$ cat src/common/servo_sync_pkg.sv
// constants, register map and carrier types for the servo sync timing decoder
// assumes a 40 MHz system clock and an APB master with 32-bit data
package servo_sync_pkg;

  // register byte offsets
  localparam logic [11:0] OFS_CONTROL = 12'h000;
  localparam logic [11:0] OFS_STATUS  = 12'h004;
  localparam logic [11:0] OFS_EVENTS  = 12'h008;
  localparam logic [11:0] OFS_MASK    = 12'h00c;

  // control bit positions
  localparam int CTL_MOTOR_BIT = 0;
  localparam int CTL_CLEAR_BIT = 1;
  localparam logic [31:0] CONTROL_RESET = 32'h0000_0000;

  // event bit positions
  localparam int EV_INDEX   = 0;
  localparam int EV_OUTER   = 1;
  localparam int EV_LATE    = 2;
  localparam int EV_MISSED  = 3;
  localparam int EV_WIDTH   = 4;
  localparam logic [3:0] MASK_RESET = 4'h0;

  // phase times within one sync period
  localparam logic [3:0] PH_A_OPEN  = 4'h2;
  localparam logic [3:0] PH_A_CLOSE = 4'h6;
  localparam logic [3:0] PH_SAMPLE  = 4'h7;
  localparam logic [3:0] PH_B_OPEN  = 4'h8;
  localparam logic [3:0] PH_CLEAR   = 4'ha;
  localparam logic [3:0] PH_B_CLOSE = 4'hc;

  // pattern register decode
  localparam int          PAT_STAGES  = 5;
  localparam logic [3:0]  INDEX_PAT   = 4'h6;
  localparam logic [4:0]  OUTER_PAT_A = 5'h0a;
  localparam logic [4:0]  OUTER_PAT_B = 5'h15;

  // sync loss timer
  localparam int CLK_PERIOD_NS = 25;
  localparam int LOSS_TIME_US  = 400;
  localparam int LOSS_CYCLES   = LOSS_TIME_US * 1000 / CLK_PERIOD_NS;

  // status register layout, high bits first
  typedef struct packed {
    logic [15:0] spare;
    logic        b_window;
    logic        a_window;
    logic        motor_enable;
    logic        seek_late;
    logic        outer_zone;
    logic        index;
    logic        presence;
    logic [4:0]  pattern;
    logic [3:0]  phase;
  } status_type;

endpackage

$ cat src/servo_sync_timing_decoder.sv
// servo sync timing decoder: phase times, sample windows, pattern decode,
// seek-late fault, and an APB register slave with interrupt
// assumes oscillator and sync pins are asynchronous to clk
`timescale 1ns/100ps

module servo_sync_timing_decoder
  import servo_sync_pkg::*;
#(
  parameter int LOSS_LIMIT = LOSS_CYCLES
) (
  // clock and reset
  input  wire logic        clk,
  input  wire logic        rst_n,
  // apb slave
  input  wire logic        psel,
  input  wire logic        penable,
  input  wire logic        pwrite,
  input  wire logic [11:0] paddr,
  input  wire logic [31:0] pwdata,
  output logic             pready,
  output logic [31:0]      prdata,
  output logic             pslverr,
  // pins from the servo channel
  input  wire logic        osc_clk,
  input  wire logic        sync_pin,
  // timing and status outputs
  output logic             sync_presence_pulse,
  output logic             a_window,
  output logic             b_window,
  output logic             index_flag,
  output logic             outer_zone_flag,
  output logic             seek_late,
  output logic             motor_enable,
  output logic             irq
);

  // ************************************************************
  // synchronisers and edge detection
  // ************************************************************
  logic       osc_meta, osc_sync, osc_prev;
  logic       sync_meta, sync_sync, sync_prev;
  logic       osc_rise, sync_rise;

  // two flops per pin, third flop only for edge finding
  always_ff @(posedge clk or negedge rst_n) begin
    if (!rst_n) begin
      osc_meta  <= 1'b0;
      osc_sync  <= 1'b0;
      osc_prev  <= 1'b0;
      sync_meta <= 1'b0;
      sync_sync <= 1'b0;
      sync_prev <= 1'b0;
    end else begin
      osc_meta  <= osc_clk;
      osc_sync  <= osc_meta;
      osc_prev  <= osc_sync;
      sync_meta <= sync_pin;
      sync_sync <= sync_meta;
      sync_prev <= sync_sync;
    end
  end

  assign osc_rise  = osc_sync & ~osc_prev;
  assign sync_rise = sync_sync & ~sync_prev;

  // ************************************************************
  // phase generation
  // ************************************************************
  logic       half;
  logic [3:0] phase;
  logic       advance;

  // true in the cycle that the counter steps into phase time n
  function automatic logic at_phase(input logic adv, input logic [3:0] cur,
                                    input logic [3:0] n);
    return adv && (4'(cur + 4'h1) == n);
  endfunction

  // oscillator runs at 32x sync rate; halve, then count modulo 16
  assign advance = osc_rise & half;

  always_ff @(posedge clk or negedge rst_n) begin
    if (!rst_n) begin
      half  <= 1'b0;
      phase <= 4'h0;
    end else begin
      if (osc_rise)
        half <= ~half;
      if (advance)
        phase <= 4'(phase + 4'h1);
    end
  end

  // ************************************************************
  // sync presence and pattern register
  // ************************************************************
  logic                  sync_seen;
  logic [PAT_STAGES-1:0] pattern;
  logic                  sample_now;
  logic                  freq_error;

  assign sample_now = at_phase(advance, phase, PH_SAMPLE);
  // a second sync inside one period means the loop is off frequency
  assign freq_error = sync_rise & sync_seen;

  // presence pulse: set by sync, cleared at phase ten, set wins
  always_ff @(posedge clk or negedge rst_n) begin
    if (!rst_n)
      sync_presence_pulse <= 1'b0;
    else if (sync_rise)
      sync_presence_pulse <= 1'b1;
    else if (at_phase(advance, phase, PH_CLEAR))
      sync_presence_pulse <= 1'b0;
  end

  // sync seen this period; shifted in even when absent
  always_ff @(posedge clk or negedge rst_n) begin
    if (!rst_n) begin
      sync_seen <= 1'b0;
      pattern   <= '0;
    end else begin
      if (sample_now) begin
        pattern   <= {pattern[PAT_STAGES-2:0], sync_seen | sync_rise};
        sync_seen <= 1'b0;
      end else if (sync_rise) begin
        sync_seen <= 1'b1;
      end
    end
  end

  // pattern decode for index and outer zone
  always_ff @(posedge clk or negedge rst_n) begin
    if (!rst_n) begin
      index_flag      <= 1'b0;
      outer_zone_flag <= 1'b0;
    end else begin
      index_flag      <= (pattern[3:0] == INDEX_PAT);
      outer_zone_flag <= (pattern == OUTER_PAT_A)
                      || (pattern == OUTER_PAT_B);
    end
  end

  // ************************************************************
  // sample windows
  // ************************************************************
  always_ff @(posedge clk or negedge rst_n) begin
    if (!rst_n) begin
      a_window <= 1'b0;
      b_window <= 1'b0;
    end else begin
      if (at_phase(advance, phase, PH_A_OPEN))
        a_window <= 1'b1;
      else if (at_phase(advance, phase, PH_A_CLOSE))
        a_window <= 1'b0;
      if (at_phase(advance, phase, PH_B_OPEN))
        b_window <= 1'b1;
      else if (at_phase(advance, phase, PH_B_CLOSE))
        b_window <= 1'b0;
    end
  end

  // ************************************************************
  // sync loss timer and seek-late fault
  // ************************************************************
  logic [31:0] loss_cnt;
  logic        loss_expired;
  logic        fault_clear;
  logic        motor_request;

  assign loss_expired = (loss_cnt == 32'(LOSS_LIMIT - 1)) & ~sync_rise;

  // restarts on every sync edge, saturates at expiry
  always_ff @(posedge clk or negedge rst_n) begin
    if (!rst_n)
      loss_cnt <= '0;
    else if (sync_rise)
      loss_cnt <= '0;
    else if (!loss_expired)
      loss_cnt <= loss_cnt + 32'h1;
  end

  // fault is sticky; a new cause beats a clear in the same cycle
  always_ff @(posedge clk or negedge rst_n) begin
    if (!rst_n)
      seek_late <= 1'b0;
    else if (freq_error || loss_expired)
      seek_late <= 1'b1;
    else if (fault_clear)
      seek_late <= 1'b0;
  end

  // motor drive only while requested and fault free
  always_ff @(posedge clk or negedge rst_n) begin
    if (!rst_n)
      motor_enable <= 1'b0;
    else
      motor_enable <= motor_request & ~seek_late
                    & ~freq_error & ~loss_expired;
  end

  // ************************************************************
  // apb slave, events and interrupt
  // ************************************************************
  logic                access, wr_acc, rd_acc;
  logic [EV_WIDTH-1:0] events, mask, ev_set;
  logic                index_prev, outer_prev;
  status_type          status;

  assign access = psel & penable & pready;
  assign wr_acc = access & pwrite;
  assign rd_acc = access & ~pwrite;
  assign fault_clear = wr_acc && (paddr == OFS_CONTROL)
                       && pwdata[CTL_CLEAR_BIT];

  // one wait state: ready rises the cycle after the access phase opens
  always_ff @(posedge clk or negedge rst_n) begin
    if (!rst_n)
      pready <= 1'b0;
    else
      pready <= psel & penable & ~pready;
  end

  // control and mask writes
  always_ff @(posedge clk or negedge rst_n) begin
    if (!rst_n) begin
      motor_request <= CONTROL_RESET[CTL_MOTOR_BIT];
      mask          <= MASK_RESET;
    end else if (wr_acc) begin
      if (paddr == OFS_CONTROL)
        motor_request <= pwdata[CTL_MOTOR_BIT];
      if (paddr == OFS_MASK)
        mask <= pwdata[EV_WIDTH-1:0];
    end
  end

  // event sources
  always_comb begin
    ev_set            = '0;
    ev_set[EV_INDEX]  = index_flag & ~index_prev;
    ev_set[EV_OUTER]  = outer_zone_flag & ~outer_prev;
    ev_set[EV_LATE]   = freq_error | loss_expired;
    ev_set[EV_MISSED] = sample_now & ~(sync_seen | sync_rise);
  end

  // sticky events; a read clears only the bits it returned, so an event
  // landing between the data capture and the completing edge survives
  always_ff @(posedge clk or negedge rst_n) begin
    if (!rst_n) begin
      events     <= '0;
      index_prev <= 1'b0;
      outer_prev <= 1'b0;
    end else begin
      index_prev <= index_flag;
      outer_prev <= outer_zone_flag;
      if (rd_acc && paddr == OFS_EVENTS)
        events <= (events & ~prdata[EV_WIDTH-1:0]) | ev_set;
      else
        events <= events | ev_set;
    end
  end

  // level interrupt from unmasked events
  always_ff @(posedge clk or negedge rst_n) begin
    if (!rst_n)
      irq <= 1'b0;
    else
      irq <= |(events & mask);
  end

  // live status word
  always_comb begin
    status              = '0;
    status.phase        = phase;
    status.pattern      = pattern;
    status.presence     = sync_presence_pulse;
    status.index        = index_flag;
    status.outer_zone   = outer_zone_flag;
    status.seek_late    = seek_late;
    status.motor_enable = motor_enable;
    status.a_window     = a_window;
    status.b_window     = b_window;
  end

  // read data and error answer, loaded in the wait state and held while ready is high
  always_ff @(posedge clk or negedge rst_n) begin
    if (!rst_n) begin
      prdata  <= '0;
      pslverr <= 1'b0;
    end else if (psel && penable && !pready) begin
      prdata  <= '0;
      pslverr <= 1'b0;
      case (paddr)
        OFS_CONTROL: prdata <= {31'h0, motor_request};
        OFS_STATUS:  prdata <= status;
        OFS_EVENTS:  prdata <= {28'h0, events};
        OFS_MASK:    prdata <= {28'h0, mask};
        default:     pslverr <= 1'b1;
      endcase
    end else begin
      prdata  <= '0;
      pslverr <= 1'b0;
    end
  end
endmodule

$ cat config.mk
export PLATFORM = sky130hd
export DESIGN_NAME = servo_sync_timing_decoder
export DESIGN_NICKNAME = d
export VERILOG_FILES = /design/src/common/servo_sync_pkg.sv /design/src/servo_sync_timing_decoder.sv
export SDC_FILE = /design/constraint.sdc
export NUM_CORES = 1
export LEC_CHECK = 0
export BUFFER_PORTS_ARGS = -buffer_cell sky130_fd_sc_hd__buf_2
export CAP_MARGIN = 25
export CELL_PAD_IN_SITES_DETAIL_PLACEMENT = 0
export CELL_PAD_IN_SITES_GLOBAL_PLACEMENT = 1
export CORE_MARGIN = 1.5
export CORE_UTILIZATION = 39
export CTS_BUF_LIST = sky130_fd_sc_hd__clkbuf_4
export DETAILED_ROUTE_END_ITERATION = 7
export GPL_TIMING_DRIVEN = 0
export PLACE_DENSITY = 0.85
export SLEW_MARGIN = 10
export SYNTH_ARGS = -nofsm -noshare
export SYNTH_HDL_FRONTEND = slang
export SYNTH_SLANG_ARGS = --single-unit
$ cat constraint.sdc
create_clock -name clk -period 1.85 [get_ports clk]
set_clock_uncertainty 0.2 [all_clocks]
set_input_delay 0.0925 -clock clk [delete_from_list [all_inputs] [get_ports clk]]
set_output_delay 0.0925 -clock clk [all_outputs]
set_load 0.05 [all_outputs]
### Word-level counts from Yosys, hierarchy flattened

Index checks and enable logic that the tools add are counted.

* add/sub/neg operators: 2
* multipliers: 0
* divide/modulo/power cells: 0
* $lt $le $gt $ge: 0
* equal/unequal tests: 14
* shifts and indexed selects: 0
* mux-type cells: 17
* bitwise logic cells: 35
* reductions and logical operators: 24

Operator list (number)
* 2-to-1 mux 32 bit: 2
* case mux 16 bit (4 select lines): 1
* adder 32 x 1 -> 32 bit, second input constant: 1
* equality test 32 x 14 -> 1 bit, second input constant: 1
* equality test 12 x 4 -> 1 bit, second input constant: 2
* bitwise AND 1 bit: 16
* 2-to-1 mux 16 bit: 1
* equality test 12 x 3 -> 1 bit, second input constant: 1
* equality test 4 x 3 -> 1 bit, second input constant: 3
* equality test 4 bit, second input constant: 3
* zero test 12 bit: 1
* 2-to-1 mux 1 bit: 12
* inverter 1 bit: 12
* logical AND 1 bit: 11
* nonzero test 2 bit: 5
* bitwise AND 4 bit: 2
* OR 4 bit: 2
* OR reduction 4 bit: 2
* equality test 5 x 4 -> 1 bit, second input constant: 1
* equality test 5 bit, second input constant: 1
* adder 4 x 1 -> 4 bit, second input constant: 1
* equality test 4 x 2 -> 1 bit, second input constant: 1
* 2-to-1 mux 4 bit: 1
* inverter 4 bit: 1
* other kinds (5): 8

* register bits after elaboration: 86
* bits in latches: 0
* memory bits (writable): 0
* bits in read-only memories: 0
* input port bits: 51
* output and inout port bits: 42
* logic and storage cells: 119
* memories: 0

### Logic depth before layout (Yosys ltp)

Gate-level depths: netlist (run 1).

* word-level depth: 7
* mapped depth: 7
* mapped depth without buffers: 6

### Worst setup path before layout (run 1)

Ideal clock, no wire load.

* path type: register to register
* start point: reg loss_cnt[0]
* end point: reg loss_cnt[0]
* library setup time: 0.118 ns
* arrival: 1.729 ns
* required time: 1.532 ns
* path slack: -0.197 ns
* cell stages (with the launch flop): 8
* buffers on the path: 1
* period minus slack after synthesis: 2.047 ns
* cells stage by stage: dfrtp_1 ha_1 nand3_1 or2_4 nor4_4 buf_6 nor3_1 a21o_1

* longest elaborated chain between the ends: 3
* elaborated cells on any way between the ends: 6
* classes of those cells: add/sub: 1; eq/ne: 2; mux: 2; bitwise: 1

Ends and longest elaborated chain
* start: declaration: line servo_sync_timing_decoder.sv:165 `logic [31:0] loss_cnt;`
* start signal: assignment: line servo_sync_timing_decoder.sv:179 `loss_cnt <= loss_cnt + 32'h1;`
* adder 32 x 1 -> 32 bit / equality test 32 x 14 -> 1 bit (equally long branches): line servo_sync_timing_decoder.sv:179, servo_sync_timing_decoder.sv:170
* 2-to-1 mux 32 bit / bitwise AND 1 bit (equally long branches): line servo_sync_timing_decoder.sv:178, servo_sync_timing_decoder.sv:170
* 2-to-1 mux 32 bit / inequality test 2 bit (equally long branches)

Several ways; a longest one is shown, not always the timed one. The select of a mux whose other input is x is not followed.
A chain may end at the register's enable or synchronous reset.

### Worst setup path after layout (run 1)

* start point: reg loss_cnt[8]
* end point: reg loss_cnt[13]

The elaborated chain is that of the path after synthesis.

==> flow_summary.ini, run 1 <==
[run_status]
status = finished, violations left
violations = setup timing

[synth]
synth-seq-area-share = 0.5455
synth_common_cells = dfrtp_1, nor2_1, nand2_1
synth-main-ff-cell = dfrtp_1
yosysTopAreaCellShare = 0.5455
synth_area_leaders = dfrtp_1, mux2_2, xor2_1
synth_cell_types = 48
synthCells = 356
synth-compound-area-share = 0.05297
synth-seq-cells = 86
synth-xor-area-share = 0.05994
syn_avg_cell_area_um2 = 11.08
synth_top_family_by_area = simple AND/OR/NAND/NOR gates
yosysWarnings = 0
yosys.area_share.simple = 0.2268
synth_edf_count = 0
postSynth.asyncResetShare = 1.000
syn_area_mm2 = 0.003945
synthMuxAreaShare = 0.05075
yosysMostFrequentCell = dfrtp_1
synthAdderAreaFrac = 0.01586
synth_top_area_cell = dfrtp_1

[timing]
fin_crit_ps = 2016
hold_violations = 0
final_max_slew_viol_count = 0
setup_viol = 30
setup_ws_ps = -165.9
hold_ws_ps = 44.21
final.period_utilization = 1.090
max_freq_ghz = 0.4961
rsz0062_at_grt = true

[routing]
final_antenna_net_count = 0
wirelength_um = 8970
drc_errors = 0
vias_per_cell = 4.937
first_pass_iters = 4
wl_per_cell_um = 14.40
vias = 3076
drt_iter0_markers = 122

[critical_path]
endpoint_kind = flop
path_max_fanout = 4
cp_num_buf_inv = 1
r2r_slack_ps = -170
cpMaxStageDelayCell = dfrtp_1
cpLargestDelayFamily = simple AND/OR/NAND/NOR gates
cp.arrival_ps = 2180
timing.rr.start = loss_cnt[8]
cp_data_required_time_ps = 2010
rr_worst_depth = 6
max_stage_delay_ps = 450
worstPathCellList = nor4_2 > nand4_1 > buf_4 > o31ai_2 > mux2i_1 > nor2_1
path_class = reg -> reg
rr_endpoint = loss_cnt[13]
start_kind = flop

[die]
rows = 36
initial_core_util = 0.4036
die_area_mm2 = 0.01073
die_h_um = 103.6
die_w_um = 103.6
core_mm2 = 0.009774
io_pins = 93

[place]
dp_hpwl_um = 5452
routabilityCongestion = 0.8248
io_buffers = 46
dpl.cell_count = 551

[worst_hold_path]
min_from = paddr[10]
min_path_cells = 5
hp-class = in -> reg
hold_end = seek_late

[power_and_ir_drop]
power_density_mw_per_mm2 = 796.2
power_frac_seq = 0.515
p_int_mw = 2.964
power_frac_comb = 0.237
vdd_drop_max_mv = 0.7032
p_clk_frac = 0.248
switching_share = 0.3110
power_mw = 4.303
p_leak_nw = 2.574
power.switching_mw = 1.338

[clock_network]
clk_latency_ps = 440
clock-sinks = 86
clk_pin_slew_worst_paths_ps = 130
cts_made_buffers = 9
cts_root_buf = clkbuf_4
clk_path_buf_depth = 2
cts_tree = built
htreeDepth = 3

[finish]
instances_no_fill = 623
num_antenna_cells = 0
synthToLayoutAreaGrowth_pct = 36.98
final_layout_size_suffix_gt1_frac = 0.4204
utilization = 0.5529
nNetsFinal = 541

[grt]
grt_usage = 0.1693
grt_pass1_wl_um = 14840
grt_max_degree = 55
grt_pass1_vias = 3139
antenna_found_initial = 0
grt-ovfl-total = 0

[flow_run]
drv_cap = 0
==> worst max path at each step <==
stage	startpoint	to	slack, ps	cells after the start
2_1_floorplan	loss_cnt[0]	loss_cnt[30]	-60	6
3_3_place_gp	loss_cnt[0]	loss_cnt[30]	-510	6
3_5_place_dp	loss_cnt[0]	loss_cnt[30]	-520	6
4_1_cts	loss_cnt[0]	loss_cnt[0]	-130	8
5_1_grt	loss_cnt[8]	loss_cnt[0]	-250	7
6_report	loss_cnt[8]	loss_cnt[13]	-170	6
==> kinds of logic (layout without fill, tap and decap cells) <==
kind of cell    Yosys count  after routing
compound gates           30             30
xor+xnor                 27             27
fa+ha+maj                 5              5
buf+inv                  31            150
flops                    86             86
mux                      17             17
other cells               1             16
simple gates            159            159
==> routing by layer <==
metal  track usage  part of all wire  routed length [um]  vias to the layer above
li1              -                 -                   -                     1471
met1        0.2109              0.43                3855                     1516
met2        0.3014              0.52                4693                       75
met3       0.03398             0.033                 299                       14
met4       0.04266             0.014                 122                        0
met5             0                 0                   0                        -
==> registers in the layout, indices dropped and copies added, names as in the netlist, 4 cells and up <==
signal and flops:
phase 4, pattern 5, prdata 16, mask 4, loss_cnt 32, events 4
==> cell usage in the layout (no fill, tap or decap), types with 4 or more instances in the layout <==
master         instances
dfrtp_1               74
xor2_1                14
and4_1                 4
and3_1                 6
nand4_1               14
clkbuf_4              12
a22oi_1                5
xnor2_1                9
inv_1                  6
nor4_4                 6
nand3_2                4
dfrtp_2               12
nand2_2                4
buf_2                 45
o21ai_2                4
buf_6                  9
and2_1                16
a21oi_2                5
nor2_1                35
nand2_1               21
mux2_4                 4
dlygate4sd3_1         16
conb_1                16
or3_4                  4
buf_4                 50
mux2_2                10
nand3_1               11
==> stage by stage <==
stage / setup TNS (ps) / cell area, um2 / setup WS [ps]
floorplan: -195.6 / 4021 / -57.06
global placement: -28860 / 4418 / -508.5
finish: -2155 / 5404 / -165.9
global route: -5357 / 5404 / -252.3
CTS: -2236 / 5195 / -128.0
detailed placement: -9271 / 4448 / -517.4
==> cell type report <==
type,instances,area [um2]
fill,843,4370
sequential,86,2167
multi-input combinational,254,1973
timing repair buffer,104,758.2
buffer,24,175.2
tap,133,166.4
clock buffer,11,82.58
clock inverter,5,58.81
inverter,6,22.52
==> worst min-delay path, cell delays in order <==
cell	delay, ps
buf_2	80
nor4_1	40
and4_1	210
nand4_1	120
a21o_1	110
==> power by group through the flow <==
| stage | combinational (mW) | clock [mW] | sequential (mW) |
|---|---|---|---|
| finish | 1.02 | 1.07 | 2.22 |
| global route | 1.11 | 1.18 | 2.24 |
| CTS | 0.901 | 1.11 | 2.20 |
| detailed placement | 0.663 | 0 | 2.23 |
| global placement | 0.636 | 0 | 2.23 |
| floorplan | 0.427 | 0 | 2.26 |
==> timing repair <==
item,in CTS,in global routing
setup buffers,26,16
hold endpoints to repair,100,0
endpoints found under the setup margin,36,50
cloned,1,0
hold buffers,16,0
gates resized for setup,55,32
pin swaps,27,23
Note: power is estimated with default switching activity, not from simulation.
==> inputs of run 2 (changes only) <==
--- a/config.mk
+++ b/config.mk
@@ -10,11 +10,11 @@
 export CELL_PAD_IN_SITES_DETAIL_PLACEMENT = 0
 export CELL_PAD_IN_SITES_GLOBAL_PLACEMENT = 1
 export CORE_MARGIN = 1.5
-export CORE_UTILIZATION = 39
+export CORE_UTILIZATION = 46
 export CTS_BUF_LIST = sky130_fd_sc_hd__clkbuf_4
 export DETAILED_ROUTE_END_ITERATION = 7
 export GPL_TIMING_DRIVEN = 0
-export PLACE_DENSITY = 0.85
+export PLACE_DENSITY = 0.92
 export SLEW_MARGIN = 10
 export SYNTH_ARGS = -nofsm -noshare
 export SYNTH_HDL_FRONTEND = slang
==> constraint.sdc (replaced) <==
create_clock -name clk -period 2.6 [get_ports clk]
set_clock_uncertainty 0.2 [all_clocks]
set_input_delay 0.13 -clock clk [delete_from_list [all_inputs] [get_ports clk]]
set_output_delay 0.13 -clock clk [all_outputs]
set_load 0.05 [all_outputs]
==> run 2 against run 1 <==
  * The flow now finishes without violations
  * Via count down 8.3%
  * Total power down 35%
  * Combinational power down 53%
  * Largest cell class unchanged
==> flow_summary.ini, run 2 (synthesis results as in run 1) <==
[critical_path]
path_max_fanout = 10
cpMaxStageDelayCell = nor4_4
worstPathCellList = ha_1 > nand3_1 > or2_4 > nor4_4 > buf_6 > nor3_1 > a21o_1
timing.rr.start = loss_cnt[0]
path_class = reg -> reg
rr_worst_depth = 7
cp_num_buf_inv = 1
rr_endpoint = loss_cnt[0]
r2r_slack_ps = 210
cp.arrival_ps = 2500
start_kind = flop
cpLargestDelayFamily = simple AND/OR/NAND/NOR gates
endpoint_kind = flop
cp_data_required_time_ps = 2720
max_stage_delay_ps = 490

[timing]
tightestPinTransition_ps = 605.4
final_max_slew_viol_count = 0
rsz0062_at_grt = false
slew_headroom = 0.5934
final.setup.tns_ps = 0
fin_crit_ps = 2386
max_freq_ghz = 0.4192
setup_viol = 0
hold_violations = 0
final.period_utilization = 0.9176

[finish]
synthToLayoutAreaGrowth_pct = 18.87
largest_reg_flops = 32
nNetsFinal = 501
num_antenna_cells = 0
layout_common_cells = dfrtp_1, buf_2, nor2_1
final_layout_size_suffix_gt1_frac = 0.2622
utilization = 0.5679
final_common_cell = dfrtp_1
instances_no_fill = 555
reg_top3 = loss_cnt: 32 flops, prdata: 16 flops, pattern: 5 flops
largest-register = loss_cnt

[place]
dp_hpwl_um = 5387
dpl.cell_count = 523
routabilityCongestion = 0.8469
io_buffers = 46

[clock_network]
clock-sinks = 86
clk_path_buf_depth = 2
clk_latency_ps = 420
cts_made_buffers = 9
clk_pin_slew_worst_paths_ps = 130
cts_tree = built
cts_root_buf = clkbuf_4
htreeDepth = 3

[flow_run]
drv_cap = 0

[die]
io_pins = 93
die_w_um = 95.61
rows = 33
initial_core_util = 0.4777
core_mm2 = 0.008258
die_area_mm2 = 0.009140
die_h_um = 95.61

[routing]
first_pass_iters = 4
wirelength_um = 7632
drc_errors = 0
vias_per_cell = 5.085
drt_iter0_markers = 79
wl_per_cell_um = 13.75
final_antenna_net_count = 0
vias = 2822

[worst_hold_path]
hp-class = in -> async

[grt]
grt-ovfl-total = 0
grt_usage = 0.1854
grt_pass1_wl_um = 13050
grt_max_degree = 46
grt_pass1_vias = 2849
antenna_found_initial = 0

[power_and_ir_drop]
p_leak_nw = 2.260
power_density_mw_per_mm2 = 596.3
power_mw = 2.796
vdd_drop_max_mv = 0.5043

[run_status]
status = finished, final reports clean
run 2: worst max-delay path by stage:
stage / start / to / slack [ps] / depth (start not counted)
5_1_grt: loss_cnt[0] / loss_cnt[0] / 70 / 7
3_5_place_dp: loss_cnt[0] / loss_cnt[26] / 130 / 6
2_1_floorplan: loss_cnt[0] / loss_cnt[0] / 550 / 7
6_report: loss_cnt[0] / loss_cnt[0] / 210 / 7
4_1_cts: loss_cnt[0] / loss_cnt[26] / 100 / 6
3_3_place_gp: loss_cnt[0] / loss_cnt[30] / 210 / 6
run 2: power breakdown:
| part | switching (mW) | internal (mW) |
|---|---|---|
| clock network | 0.440 | 0.304 |
| registers | 0.131 | 1.44 |
| logic | 0.290 | 0.193 |
| total | 0.862 | 1.93 |
run 2: per-layer routing:
metal	GRT usage	vias up	routed length, um
met5	0	-	0
met4	0.04902	0	82
met3	0.05981	11	335
met2	0.3093	61	3804
met1	0.2312	1362	3409
li1	-	1388	-
run 2: repair_timing:
item | 4_1_cts | 5_1_grt
resized for setup | 0 | 3
buffers inserted | 0 | 0
hold endpoints to repair | 100 | 0
hold buffers | 16 | 0
endpoints found under the setup margin | 0 | 14
run 2: per-stage QoR:
step | hold slack (ps) | cell area (um2) | worst slack, ps
2_1_floorplan | -365.6 | 4001 | 552.7
3_3_place_gp | 38.74 | 4363 | 212.1
3_5_place_dp | -42.79 | 4385 | 127.2
4_1_cts | 0.3848 | 4682 | 102.6
5_1_grt | 24.08 | 4690 | 69.46
6_report | 20.82 | 4690 | 214.3
run 2: final cells by class:
type | instances | area, um2
flip-flops and latches | 86 | 2152
well taps | 105 | 131.4
inverters | 6 | 22.52
multi-input cells | 254 | 1669
fillers | 717 | 3568
clock inverters | 6 | 61.31
clock buffers | 10 | 75.07
plain buffers | 25 | 165.2
repair buffers | 63 | 412.9
==> inputs of run 3 (changes only) <==
--- a/config.mk
+++ b/config.mk
@@ -15,6 +15,8 @@
 export DETAILED_ROUTE_END_ITERATION = 7
 export GPL_TIMING_DRIVEN = 0
 export PLACE_DENSITY = 0.92
+export REMOVE_ABC_BUFFERS = 1
+export SETUP_SLACK_MARGIN = 0.5
 export SLEW_MARGIN = 10
 export SYNTH_ARGS = -nofsm -noshare
 export SYNTH_HDL_FRONTEND = slang
==> run 3 against run 2 <==
  * Final cell count shrank 2.7%
  * Via count shrank 0.39%
  * Die area is the same
  * First-iteration DRC count grew 28%
  * Routed wire length grew 0.14%
  * Sequential share of layout area shrank 0.31 points
  * Core utilization grew 0.42 points
==> flow_summary.ini, run 3 (synthesis results as in run 1) <==
[finish]
nNetsFinal = 486
final_layout_size_suffix_gt1_frac = 0.2759
largest-register = loss_cnt
layout_common_cells = dfrtp_1, buf_2, nor2_1
largest_reg_flops = 32
final_common_cell = dfrtp_1
synthToLayoutAreaGrowth_pct = 19.76
instances_no_fill = 540
reg_top3 = loss_cnt: 32 flops, prdata: 16 flops, pattern: 5 flops
num_antenna_cells = 0

[critical_path]
path_class = reg -> reg
start_kind = flop
setup.worst_path.start = loss_cnt[1]
cpMaxStageDelayCell = dfrtp_1
max_stage_delay_ps = 400
cp_data_required_time_ps = 2690
endpoint_kind = flop
cp_num_buf_inv = 1
cpLargestDelayFamily = simple AND/OR/NAND/NOR gates
timing.rr.start = loss_cnt[1]
path_max_fanout = 18
worstPathCellList = ha_2 > nand3_2 > or2_4 > nor4_4 > buf_12 > or3_2 > a21oi_2
cp.arrival_ps = 2110

[die]
rows = 33
die_h_um = 95.61
die_area_mm2 = 0.009140
initial_core_util = 0.4777
io_pins = 93
core_mm2 = 0.008258
die_w_um = 95.61

[grt]
antenna_found_initial = 0
grt_max_degree = 46
grt_usage = 0.1809
grt_pass1_vias = 2760
grt-ovfl-total = 0
grt_pass1_wl_um = 12860

[timing]
setup_viol = 0
max_freq_ghz = 0.4948
setup_ws_ps = 579.0
rsz0062_at_grt = true
slew_headroom = 0.5230
tightestPinTransition_ps = 712.3
final_max_slew_viol_count = 0
fin_crit_ps = 2021
hold_violations = 0
final.period_utilization = 0.7773

[routing]
drc_errors = 0
drt_iter0_markers = 101
first_pass_iters = 4
wirelength_um = 7643
vias_per_cell = 5.206
final_antenna_net_count = 0
wl_per_cell_um = 14.15
vias = 2811

[place]
dpl.cell_count = 501
pre_cts_slack_ps = 93.81
dp_hpwl_um = 5195
io_buffers = 48
routabilityCongestion = 0.8026

[clock_network]
htreeDepth = 3
clock-sinks = 86
cts_root_buf = clkbuf_4
clk_path_buf_depth = 2
cts_made_buffers = 9
cts_tree = built
clk_pin_slew_worst_paths_ps = 150
clk_latency_ps = 430

[run_status]
status = finished, final reports clean

[power_and_ir_drop]
p_leak_nw = 2.253
power_density_mw_per_mm2 = 621.9
vdd_drop_max_mv = 0.5200

[flow_run]
drv_cap = 0

[worst_hold_path]
hp-class = in -> async
[run 3: changes by cell type in the layout (fill, tap and decap cells not counted), moves of 2 or more]
cell,change
clkinv_2,-2
buf_4,-10
nor4_1,-3
clkbuf_1,-5
buf_16,+2
nor4_4,+2
[run 3: stage by stage]
stage	power, mW	TNS (ps)	hold slack [ps]	cell area, um2	util
after floorplan	1.884	0	-365.6	3837	-
after global placement	2.004	-1524	39.52	4209	0.5097
after detailed placement	2.040	0	-44.90	4269	0.5170
after CTS	2.949	0	25.91	4673	0.5659
after global routing	3.077	0	63.00	4725	0.5721
final	2.938	0	15.29	4725	0.5721
[run 3: final cells by class]
class | count | area (um2)
well taps | 105 | 131.4
fillers | 727 | 3533
inverters | 6 | 22.52
clock inverters | 6 | 93.84
clock buffers | 10 | 75.07
flip-flops and latches | 86 | 2153
repair buffers | 73 | 523.0
multi-input cells | 254 | 1725
[run 3: repair_timing]
action                                 4_1_cts  5_1_grt
resized for setup                            3       10
hold buffers                                16        0
buffers inserted                             7        0
pin swaps                                    2        3
setup endpoints to repair                   23       28
endpoints found under the hold margin      100        0
[run 3: path summary, 6_finish.rpt]
check	end	slack, ps	cells after the start
max	loss_cnt[4]	580	7
min	a_window	20	2
max reg2reg	loss_cnt[4]	580	7
min reg2reg	osc_sync	180	0
max in group asynchronous	loss_cnt[26]	1580	3
min in group clk	seek_late	50	5
[run 3: metal layers]
metal | global-route usage | wire (um)
met2 | 0.2958 | 3848
met4 | 0.03676 | 63
met5 | 0 | 0
met1 | 0.2427 | 3439
met3 | 0.04785 | 291
[run 3: worst reg2reg max path, cell delays in order (launching register included)]
cell and delay, ps:
dfrtp_1 400, ha_2 230, nand3_2 160, or2_4 290, nor4_4 260, buf_12 180
or3_2 130, a21oi_2 50
[run 3: report_power, final]
group	leakage (nW)	internal, mW	switching (mW)
registers	1.15	1.44	0.126
clock network	0.0876	0.410	0.469
logic	1.02	0.202	0.292
total	2.25	2.05	0.887
